**src/acc_consts.svh**
```systemverilog
`ifndef ACC_CONSTS_SVH
`define ACC_CONSTS_SVH
// =====================================================================
// register offsets
`define ACC_OFF_CLK    12'h000
`define ACC_OFF_START  12'h004
`define ACC_OFF_MODE   12'h008
`define ACC_OFF_STAT   12'h080
// =====================================================================
// field positions
`define ACC_SH_MSB     7
`define ACC_SH_LSB     4
`define ACC_DIV_MSB    2
`define ACC_START_NORM 0
`define ACC_START_PRIO 1
`define ACC_MODE_REF   7
`define ACC_MODE_PSRC  3
`define ACC_MODE_PEN   2
`define ACC_MODE_NSRC  1
`define ACC_MODE_NEN   0
// =====================================================================
// reset values
`define ACC_SH_RST     4'h0
`define ACC_DIV_RST    3'h0
// =====================================================================
// timing counts in conversion clocks
`define ACC_SH_C0      7'h0A
`define ACC_SH_C1      7'h14
`define ACC_SH_C2      7'h1E
`define ACC_SH_C3      7'h28
`define ACC_SH_C4      7'h50
`define ACC_CONV_CLKS  7'h1E
`define ACC_MIN_CLKS   7'h28
`endif

```
**src/acc_pkg.sv**
```systemverilog
package acc_pkg;
  typedef enum logic [2:0] {
    ACC_IDLE    = 3'b001,
    ACC_SAMPLE  = 3'b010,
    ACC_CONVERT = 3'b100
  } acc_state_t;
endpackage

```
**src/acc_conv_seq.sv**
```systemverilog
`timescale 1ns/10ps
`include "acc_consts.svh"
module acc_conv_seq (
  // clock and reset
  input  wire logic       i_clk_sys,
  input  wire logic       i_arst_n,
  // launch
  input  wire logic       i_start,
  input  wire logic       i_prio,
  input  wire logic [2:0] i_div_sel,
  input  wire logic [3:0] i_sh_sel,
  // converter core
  output logic            o_tick,
  output logic            o_busy,
  output logic            o_prio,
  output logic            o_sample,
  output logic            o_convert,
  output logic            o_done
);
  // =====================================================================
  // decoders
  function automatic logic [2:0] div_limit(input logic [2:0] sel);
    case (sel)
      3'h0:    div_limit = 3'h0;
      3'h1:    div_limit = 3'h1;
      3'h2:    div_limit = 3'h3;
      default: div_limit = 3'h7; // reserved codes run slowest
    endcase
  endfunction

  function automatic logic [6:0] sh_clocks(input logic [3:0] sel);
    case (sel)
      4'h0:    sh_clocks = `ACC_SH_C0;
      4'h1:    sh_clocks = `ACC_SH_C1;
      4'h2:    sh_clocks = `ACC_SH_C2;
      4'h3:    sh_clocks = `ACC_SH_C3;
      4'h4:    sh_clocks = `ACC_SH_C4;
      default: sh_clocks = `ACC_SH_C0;
    endcase
  endfunction

  // =====================================================================
  // prescaler
  logic [2:0]            div_cnt;
  logic                  div_hit;
  assign div_hit = (div_cnt == div_limit(i_div_sel));
  always_ff @(posedge i_clk_sys or negedge i_arst_n) begin
    if (!i_arst_n) begin
      div_cnt <= 3'h0;
      o_tick  <= 1'b0;
    end else begin
      div_cnt <= div_hit ? 3'h0 : div_cnt + 3'h1;
      o_tick  <= div_hit;
    end
  end

  // =====================================================================
  // sample then convert
  acc_pkg::acc_state_t   state;
  acc_pkg::acc_state_t   next_state;
  logic [6:0]            left;
  logic [6:0]            next_left;
  logic                  next_done;
  always_comb begin
    next_state = state;
    next_left  = left;
    next_done  = 1'b0;
    case (state)
      acc_pkg::ACC_IDLE: begin
        if (i_start) begin
          next_state = acc_pkg::ACC_SAMPLE;
          next_left  = sh_clocks(i_sh_sel) - 7'h01;
        end
      end
      acc_pkg::ACC_SAMPLE: begin
        if (o_tick && left == 7'h00) begin
          next_state = acc_pkg::ACC_CONVERT;
          next_left  = `ACC_CONV_CLKS - 7'h01;
        end else if (o_tick) begin
          next_left = left - 7'h01;
        end
      end
      acc_pkg::ACC_CONVERT: begin
        if (o_tick && left == 7'h00) begin
          next_state = acc_pkg::ACC_IDLE;
          next_done  = 1'b1;
        end else if (o_tick) begin
          next_left = left - 7'h01;
        end
      end
      default: begin
        next_state = acc_pkg::ACC_IDLE;
      end
    endcase
  end

  always_ff @(posedge i_clk_sys or negedge i_arst_n) begin
    if (!i_arst_n) begin
      state  <= acc_pkg::ACC_IDLE;
      left   <= 7'h00;
      o_done <= 1'b0;
      o_prio <= 1'b0;
    end else begin
      state  <= next_state;
      left   <= next_left;
      o_done <= next_done;
      if (state == acc_pkg::ACC_IDLE && i_start) begin
        o_prio <= i_prio;
      end
    end
  end

  assign o_busy    = (state != acc_pkg::ACC_IDLE);
  assign o_sample  = (state == acc_pkg::ACC_SAMPLE);
  assign o_convert = (state == acc_pkg::ACC_CONVERT);

  // =====================================================================
  // checks
  logic [6:0]            sh_lat;
  logic [7:0]            ticks_run;
  logic [3:0]            gap;
  logic                  seen_tick;
  logic [2:0]            div_q;
  always_ff @(posedge i_clk_sys or negedge i_arst_n) begin
    if (!i_arst_n) begin
      sh_lat    <= `ACC_SH_C0;
      ticks_run <= 8'h00;
      gap       <= 4'h0;
      seen_tick <= 1'b0;
      div_q     <= 3'h0;
    end else begin
      if (state == acc_pkg::ACC_IDLE && i_start) begin
        sh_lat    <= sh_clocks(i_sh_sel);
        ticks_run <= 8'h00;
      end else if (o_busy && o_tick) begin
        ticks_run <= ticks_run + 8'h01;
      end
      gap       <= o_tick ? 4'h1 : gap + 4'h1;
      div_q     <= i_div_sel;
      // divider change: first tick after it is not a full period
      seen_tick <= (i_div_sel != div_q) ? 1'b0 : (seen_tick | o_tick);
    end
  end
endmodule

```
**src/acc_ctrl.sv**
```systemverilog
`timescale 1ns/10ps
`include "acc_consts.svh"
// Operation
// - sample-hold field codes 0 to 4 give 10, 20, 30, 40, 80 clocks
// - prescaler field codes 0 to 3 divide fast clock by 1, 2, 4, 8
// - each conversion lasts at least forty conversion clocks including sampling
// - writing one to priority start launches priority conversion; reads zero
// - writing one to normal start launches normal conversion; reads zero
// - shared external trigger starts only the priority conversion
// - hardware normal starts occur only while their enable bit is one
module acc_ctrl (
  // clock and reset
  input  wire logic        i_clk_sys,
  input  wire logic        i_arst_n,
  // apb slave
  input  wire logic        i_psel,
  input  wire logic        i_penable,
  input  wire logic        i_pwrite,
  input  wire logic [11:0] i_paddr,
  input  wire logic [31:0] i_pwdata,
  output logic             o_pready,
  output logic [31:0]      o_prdata,
  output logic             o_pslverr,
  // trigger sources
  input  wire logic        i_ext_trig,
  input  wire logic        i_prio_timer_trig,
  input  wire logic        i_norm_timer_trig,
  // converter core
  output logic             o_ref_enable,
  output logic             o_conv_tick,
  output logic             o_sample,
  output logic             o_convert,
  output logic             o_conv_prio,
  output logic             o_prio_done,
  output logic             o_norm_done
);
  // =====================================================================
  // control registers
  logic [3:0]              sh_sel;
  logic [2:0]              div_sel;
  logic                    prio_src;
  logic                    prio_en;
  logic                    norm_src;
  logic                    norm_en;
  logic                    pend_prio;
  logic                    pend_norm;
  logic                    next_pend_prio;
  logic                    next_pend_norm;
  logic                    seq_busy;
  logic                    seq_prio;
  logic                    seq_done;

  // =====================================================================
  // apb decode
  wire hit_clk   = (i_paddr == `ACC_OFF_CLK);
  wire hit_start = (i_paddr == `ACC_OFF_START);
  wire hit_mode  = (i_paddr == `ACC_OFF_MODE);
  wire hit_stat  = (i_paddr == `ACC_OFF_STAT);
  wire unmapped  = !(hit_clk || hit_start || hit_mode || hit_stat);
  wire setup     = i_psel && !i_penable;
  wire wr_acc    = i_psel && i_penable && i_pwrite;
  wire wr_clk    = wr_acc && hit_clk;
  wire wr_start  = wr_acc && hit_start;
  wire wr_mode   = wr_acc && hit_mode;

  // start bits and reserved bits read as zero
  wire [31:0] rd_clk  = {24'h0, sh_sel, 1'b0, div_sel};
  wire [31:0] rd_mode = {24'h0, o_ref_enable, 3'h0,
                         prio_src, prio_en, norm_src, norm_en};
  wire [31:0] rd_stat = {28'h0, pend_prio, pend_norm,
                         seq_busy && seq_prio, seq_busy && !seq_prio};
  wire [31:0] rd_value = hit_clk  ? rd_clk  :
                         hit_mode ? rd_mode :
                         hit_stat ? rd_stat : 32'h0;

  // zero-wait access phase; data captured in the setup cycle
  assign o_pready = i_psel && i_penable;

  always_ff @(posedge i_clk_sys or negedge i_arst_n) begin
    if (!i_arst_n) begin
      o_prdata  <= 32'h0;
      o_pslverr <= 1'b0;
    end else if (setup) begin
      o_prdata  <= i_pwrite ? 32'h0 : rd_value;
      o_pslverr <= unmapped;
    end
  end

  // only documented fields are stored; other bits are dropped
  always_ff @(posedge i_clk_sys or negedge i_arst_n) begin
    if (!i_arst_n) begin
      sh_sel  <= `ACC_SH_RST;
      div_sel <= `ACC_DIV_RST;
    end else if (wr_clk) begin
      sh_sel  <= i_pwdata[`ACC_SH_MSB:`ACC_SH_LSB];
      div_sel <= i_pwdata[`ACC_DIV_MSB:0];
    end
  end

  always_ff @(posedge i_clk_sys or negedge i_arst_n) begin
    if (!i_arst_n) begin
      o_ref_enable <= 1'b0;
      prio_src     <= 1'b0;
      prio_en      <= 1'b0;
      norm_src     <= 1'b0;
      norm_en      <= 1'b0;
    end else if (wr_mode) begin
      o_ref_enable <= i_pwdata[`ACC_MODE_REF];
      prio_src     <= i_pwdata[`ACC_MODE_PSRC];
      prio_en      <= i_pwdata[`ACC_MODE_PEN];
      norm_src     <= i_pwdata[`ACC_MODE_NSRC];
      norm_en      <= i_pwdata[`ACC_MODE_NEN];
    end
  end

  // =====================================================================
  // external trigger synchroniser
  logic                    ext_s1;
  logic                    ext_s2;
  logic                    ext_s3;
  always_ff @(posedge i_clk_sys or negedge i_arst_n) begin
    if (!i_arst_n) begin
      ext_s1 <= 1'b0;
      ext_s2 <= 1'b0;
      ext_s3 <= 1'b0;
    end else begin
      ext_s1 <= i_ext_trig;
      ext_s2 <= ext_s1;
      ext_s3 <= ext_s2;
    end
  end

  // =====================================================================
  // start sources and arbitration
  wire ext_rise  = ext_s2 && !ext_s3;
  wire prio_ext  = prio_en && !prio_src;
  wire hw_prio   = prio_en && (prio_src ? i_prio_timer_trig : ext_rise);
  wire hw_norm   = norm_en && (norm_src ? i_norm_timer_trig
                                        : ext_rise && !prio_ext);
  wire sw_prio   = wr_start && i_pwdata[`ACC_START_PRIO];
  wire sw_norm   = wr_start && i_pwdata[`ACC_START_NORM];
  wire set_prio  = sw_prio || hw_prio;
  wire set_norm  = sw_norm || hw_norm;
  // priority request always served first when the sequencer frees up
  wire take_prio = !seq_busy && pend_prio;
  wire take_norm = !seq_busy && !pend_prio && pend_norm;

  // a new start in the launch cycle survives: set wins
  assign next_pend_prio = set_prio || (pend_prio && !take_prio);
  assign next_pend_norm = set_norm || (pend_norm && !take_norm);

  always_ff @(posedge i_clk_sys or negedge i_arst_n) begin
    if (!i_arst_n) begin
      pend_prio <= 1'b0;
      pend_norm <= 1'b0;
    end else begin
      pend_prio <= next_pend_prio;
      pend_norm <= next_pend_norm;
    end
  end

  // =====================================================================
  // sequencer
  acc_conv_seq u_seq (
    .i_clk_sys (i_clk_sys),
    .i_arst_n  (i_arst_n),
    .i_start   (take_prio || take_norm),
    .i_prio    (take_prio),
    .i_div_sel (div_sel),
    .i_sh_sel  (sh_sel),
    .o_tick    (o_conv_tick),
    .o_busy    (seq_busy),
    .o_prio    (seq_prio),
    .o_sample  (o_sample),
    .o_convert (o_convert),
    .o_done    (seq_done)
  );

  assign o_conv_prio = seq_busy && seq_prio;
  assign o_prio_done = seq_done && seq_prio;
  assign o_norm_done = seq_done && !seq_prio;
endmodule

```
**config.mk**
```make
export PLATFORM = sky130hd
export DESIGN_NAME = acc_ctrl
export DESIGN_NICKNAME = d
export VERILOG_FILES = /design/src/acc_pkg.sv /design/src/acc_conv_seq.sv /design/src/acc_ctrl.sv
export VERILOG_INCLUDE_DIRS = /design/src
export SDC_FILE = /design/constraint.sdc
export NUM_CORES = 1
export LEC_CHECK = 0
export BUFFER_PORTS_ARGS = -buffer_cell sky130_fd_sc_hd__buf_4
export CAP_MARGIN = 5
export CORE_ASPECT_RATIO = 0.6
export CORE_MARGIN = 2
export CORE_UTILIZATION = 53
export DETAILED_ROUTE_END_ITERATION = 10
export MAX_ROUTING_LAYER = met4
export PLACE_DENSITY_LB_ADDON = 0.2
export SLEW_MARGIN = 10
export SYNTH_ARGS = -nofsm -noshare
export SYNTH_HDL_FRONTEND = slang
export SYNTH_HIERARCHICAL = 1
export SYNTH_SLANG_ARGS = --single-unit
```
**constraint.sdc**
```tcl
create_clock -name i_clk_sys -period 4.8 [get_ports i_clk_sys]
set_input_delay 0.96 -clock i_clk_sys [delete_from_list [all_inputs] [get_ports i_clk_sys]]
set_output_delay 0.96 -clock i_clk_sys [all_outputs]
set_load 0.03 [all_outputs]
```
# Word level (Yosys, flattened, before mapping)
# Cells that the tools add are included.
[word_totals]
regBits = 66
input_bits = 52
word_cells = 111
[op_classes]
add_sub_neg = 3
n_eq_ne = 18
muxes = 22
reduce_logical = 48
[op_table]
columns = ["operator", "count"]
rows = [
  ["$mux 7", 6],
  ["$pmux 7 s4", 1],
  ["$logic_and 1x1->1", 24],
  ["$mux 8", 3],
  ["$pmux 7 s3", 1],
  ["$pmux 3 s3", 2],
  ["$sub 7x1->7 const B", 2],
  ["$eq 12x3->1 const B", 1],
  ["$eq 12x4->1 const B", 1],
  ["$eq 12x8->1 const B", 1],
  ["$logic_not 12->1", 1],
  ["$mux 3", 4],
  ["$logic_not 1->1", 10],
  ["$eq 4x2->1 const B", 2],
  ["$logic_or 1x1->1", 8],
  ["$logic_not 7->1", 1],
  ["$eq 3x1->1 const B", 2],
  ["$eq 3x2->1 const B", 2],
  ["$ne 2x1->1 const B", 3],
  ["$reduce_and 3->1", 2],
  ["$eq 4x1->1 const B", 1],
  ["$eq 4x3->1 const B", 1],
  ["$mux 1", 4],
  ["$mux 4", 1],
  ["other kinds (7)", 7],
]

# Longest topological paths before layout
[depth]
word_depth = 10
depth_mapped = 8

# Cells and area by module
# The synthesis kept the hierarchy.
[by_module_without_submodules]
columns = ["module", "n_inst", "cells_per_inst", "area_per_inst_um2", "seq_area_each_um2"]
rows = [
  ["acc_ctrl", 1, 139, 1412.6, 650.6],
  ["acc_conv_seq", 1, 105, 975.9, 401.6],
]

# Worst setup path before layout
# OpenSTA, ideal clock, no wires.
[synth_path]
kind = "input-to-reg"
startpoint = "input port i_psel"
endpoint = "register div_sel[0]"
setup_ps = 125
arrival_ps = 2175
required_ps = 4675
setup_slack_ps = 2500
cell_stages = 5
n_path_buf = 1
path_cell_list = "and2_1 -> and4_4 -> and4b_1 -> buf_6 -> mux2_2"
[synth_via]
elab_chain_cells = 3
[synth_rtl]
columns = ["element", "line", "rtl"]
rows = [
  ["start, declared", "acc_ctrl.sv:16", "input wire logic i_psel,"],
  ["$logic_and 1x1->1 (2 in a row)", "acc_ctrl.sv:61", "wire wr_acc = i_psel && i_penable && i_pwrite;"],
  ["$logic_and 1x1->1", "acc_ctrl.sv:62", "wire wr_clk = wr_acc && hit_clk;"],
  ["end signal, assigned", "acc_ctrl.sv:93", "div_sel <= `ACC_DIV_RST;"],
  ["end signal, assigned", "acc_ctrl.sv:96", "div_sel <= i_pwdata[`ACC_DIV_MSB:0];"],
  ["end, declared", "acc_ctrl.sv:40", "logic [2:0] div_sel;"],
]
# Every way passes these cells.
# A chain may end at the register's enable or synchronous reset.

# Final worst setup path
[layout_path]
startpoint = "input port i_paddr[1]"
endpoint = "register sh_sel[0]"
[layout_via]
elab_chain_cells = 2
[layout_rtl]
columns = ["element", "line", "rtl"]
rows = [
  ["start, declared", "acc_ctrl.sv:19", "input wire logic [11:0] i_paddr,"],
  ["$logic_not 12->1 (no line)", "-", ""],
  ["$logic_and 1x1->1", "acc_ctrl.sv:62", ""],
  ["end signal, assigned", "acc_ctrl.sv:92", "sh_sel <= `ACC_SH_RST;"],
  ["end signal, assigned", "acc_ctrl.sv:95", "sh_sel <= i_pwdata[`ACC_SH_MSB:`ACC_SH_LSB];"],
  ["end, declared", "acc_ctrl.sv:39", "logic [3:0] sh_sel;"],
]
# Every way passes these cells.

==> metrics.cfg <==
[outcome]
status = complete, no violations

[worst_setup_path]
reg2reg_to = u_seq/left[5]
rr_worst_depth = 7
reg2reg_slack_ns = 2.73
path_max_fanout = 7
crit_path_max_incr_delay_ns = 0.56
cp_cell_sequence = buf_4, nor3_1, and4b_1, mux2_2
endpoint_kind = register
required_ns = 4.98
startpoint_type = input port
arrival_ns = 2.57
r2r-start = u_seq/left[0]
criticalPathCategory = input port to register
crit_slowest_cell = nor3_1

[synth]
synth_top_family_by_area = simple AND/OR/NAND/NOR gates
ys_warn_count = 6
synthCells = 244
async_flop_share = 1.00
synth_xor_area_frac = 0.0147
postSynthAreaPerCell_um2 = 9.79
ys_ff_latch = 42
synth_area_um2 = 2390
yosys.area.top_type = dfrtp_1
synth-compound-area-share = 0.136
ys_top_cells_by_area = dfrtp_1 43%, buf_4 7.5%, mux2_2 5.7%
ys_seq_area_frac = 0.441
synthMuxAreaShare = 0.0697
synth_cell_types = 54
synth_flop_cell = dfrtp_1
yosys.area_share.simple = 0.211
synthAdderAreaFrac = 0.0157
yosysTopAreaCellShare = 0.430
synth-edff-count = 0

[power]
power.density_nw_per_um2 = 280
ir_worst_vdd_v = 0.000172
p_leak_nw = 1.32

[sta]
min_period_over_period = 0.499
setup_viol = 0
slew_headroom = 0.560
finalHoldViolations = 0
tns_ns = 0
worst_pin_slew_ns = 0.654
timing.final.ws_setup_ns = 2.40
maxSlewViolCount = 0
rsz0062_at_grt = no
fin_crit_ns = 2.40
fin_skew_ns = 0.00657
fmax_mhz = 417

[clock_tree]
cts_hold_buf = 0
clockBufferDepth = 2
numCtsBuffers = 5
cts_tree = yes
cts_max_level = 2
cts_setup_buffers = 0
cts_num_sinks = 42
clock_latency_ns = 0.29
clockRootBuffer = clkbuf_8
clk_pin_slew_ns = 0.07
cts_resized = 0

[cells_and_area]
fin_cells = 349
layout_common_cells = 45 x buf_4, 41 x dfrtp_1, 25 x nand2_1
syn_to_final_growth_pct = 15.6
antenna-diode-count = 0
final_nets = 343
final_layout_size_suffix_gt1_frac = 0.263
final_common_cell = buf_4

[placement]
dp_hpwl_um = 3680
pre_cts_ws_ns = 2.09
globalplace.congestion = 0.820
dp_cells = 341
io_buffers = 44

[job]
cap_violations = 0

[drt]
drc = 0
drtIter0Drc = 122
drt_first_pass_iters = 4
wl_per_cell_um = 13.6
wirelength_um = 4750
vias = 1858
vias_per_cell = 5.32
antenna_left = 0

[floorplan]
fp.dieW_um = 90.7
core_um2 = 4210
start_util = 0.567
dieArea_um2 = 5080
rows = 18
ios = 93
die_height_um = 56

[global_route]
grt_use_total = 0.204
gr-total-overflow = 0
antenna_found_initial = 0
grt_max_degree = 43
grt_pass1_wl_um = 7910
first_global_vias = 1628

[hold_path]
hp-class = register to register
min_from = ext_s1
worstHoldEndpoint = ext_s2
min_path_cells = 0

layer usage:
metal,routed length [um],vias up,track usage
li1,-,898,-
met1,2330,885,0.306
met2,1950,68,0.263
met3,430,7,0.0569
met4,42,0,0.0615
met5,0,-,-
state kept, by name (all words and copies together), names as in the netlist, 3 cells and up:
| signal | count |
|---|---|
| sh_sel | 4 |
| o_prdata | 8 |
| u_seq/left | 7 |
| u_seq/div_cnt | 3 |
| div_sel | 3 |
| u_seq/state | 3 |
worst max-delay path by stage:
stage	slack (ns)	cells after the start	start	end
2_1_floorplan	2.50	5	i_psel	div_sel[0]
3_3_place_gp	2.13	4	i_paddr[1]	div_sel[2]
3_5_place_dp	2.09	4	i_paddr[1]	sh_sel[0]
4_1_cts	2.40	4	i_paddr[1]	sh_sel[0]
5_1_grt	2.32	4	i_paddr[1]	sh_sel[0]
6_report	2.40	4	i_paddr[1]	sh_sel[0]
report_power, final:
group	leakage, nW	total (mW)	internal, mW	switching, mW
Combinational	0.720	0.136	0.0578	0.0777
Clock	0.0455	0.230	0.117	0.113
Sequential	0.556	0.408	0.379	0.0294
Total	1.32	0.774	0.554	0.220
cell usage after synthesis (3+ instances only):
cell type and number:
a22o_1 8, nand2b_1 5, mux2_2 12, a21oi_1 9
dfrtp_1 41, xnor2_1 3, nor3_1 7, clkbuf_1 4
o21ai_0 13, inv_1 12, nor3b_1 4, ha_1 3
nand3_1 3, buf_4 24, and2_1 3, nor2_1 16
nand4_1 3, nand2_1 25, o31ai_1 3, nor2b_1 4
a22oi_1 3
worst max-delay path, delay by kind of cell:
kind / cells / cell delay (ns)
and+or+nand+nor: 2 / 1.11
buffers and inverters: 1 / 0.12
muxes: 1 / 0.39
metrics by stage:
stage	hold WS [ns]	total power, mW	cell area [um2]	utilization
2_1_floorplan	0.331	0.517	2470	-
3_3_place_gp	0.335	0.545	2670	0.634
3_5_place_dp	0.340	0.549	2670	0.634
4_1_cts	0.358	0.777	2760	0.656
5_1_grt	0.371	0.817	2760	0.656
6_report	0.355	0.774	2760	0.656
cell families after synthesis:
logic type                 after synthesis
and+or+nand+nor                         86
muxes                                   15
buffers and inverters                   44
adders and majority gates                3
xor gates and xnor gates                 4
other                                    1
DFF                                     42
AOI/OAI and AO/OA                       49
final cells by class:
type                       instances  area [um2]
tap                               60        75.1
timing repair buffer              45         338
sequential                        42        1050
fill                             342        1450
clock buffer                       8        90.1
multi-input combinational        181        1160
inverter                          13        48.8
Power figures use the tool's default switching activity.
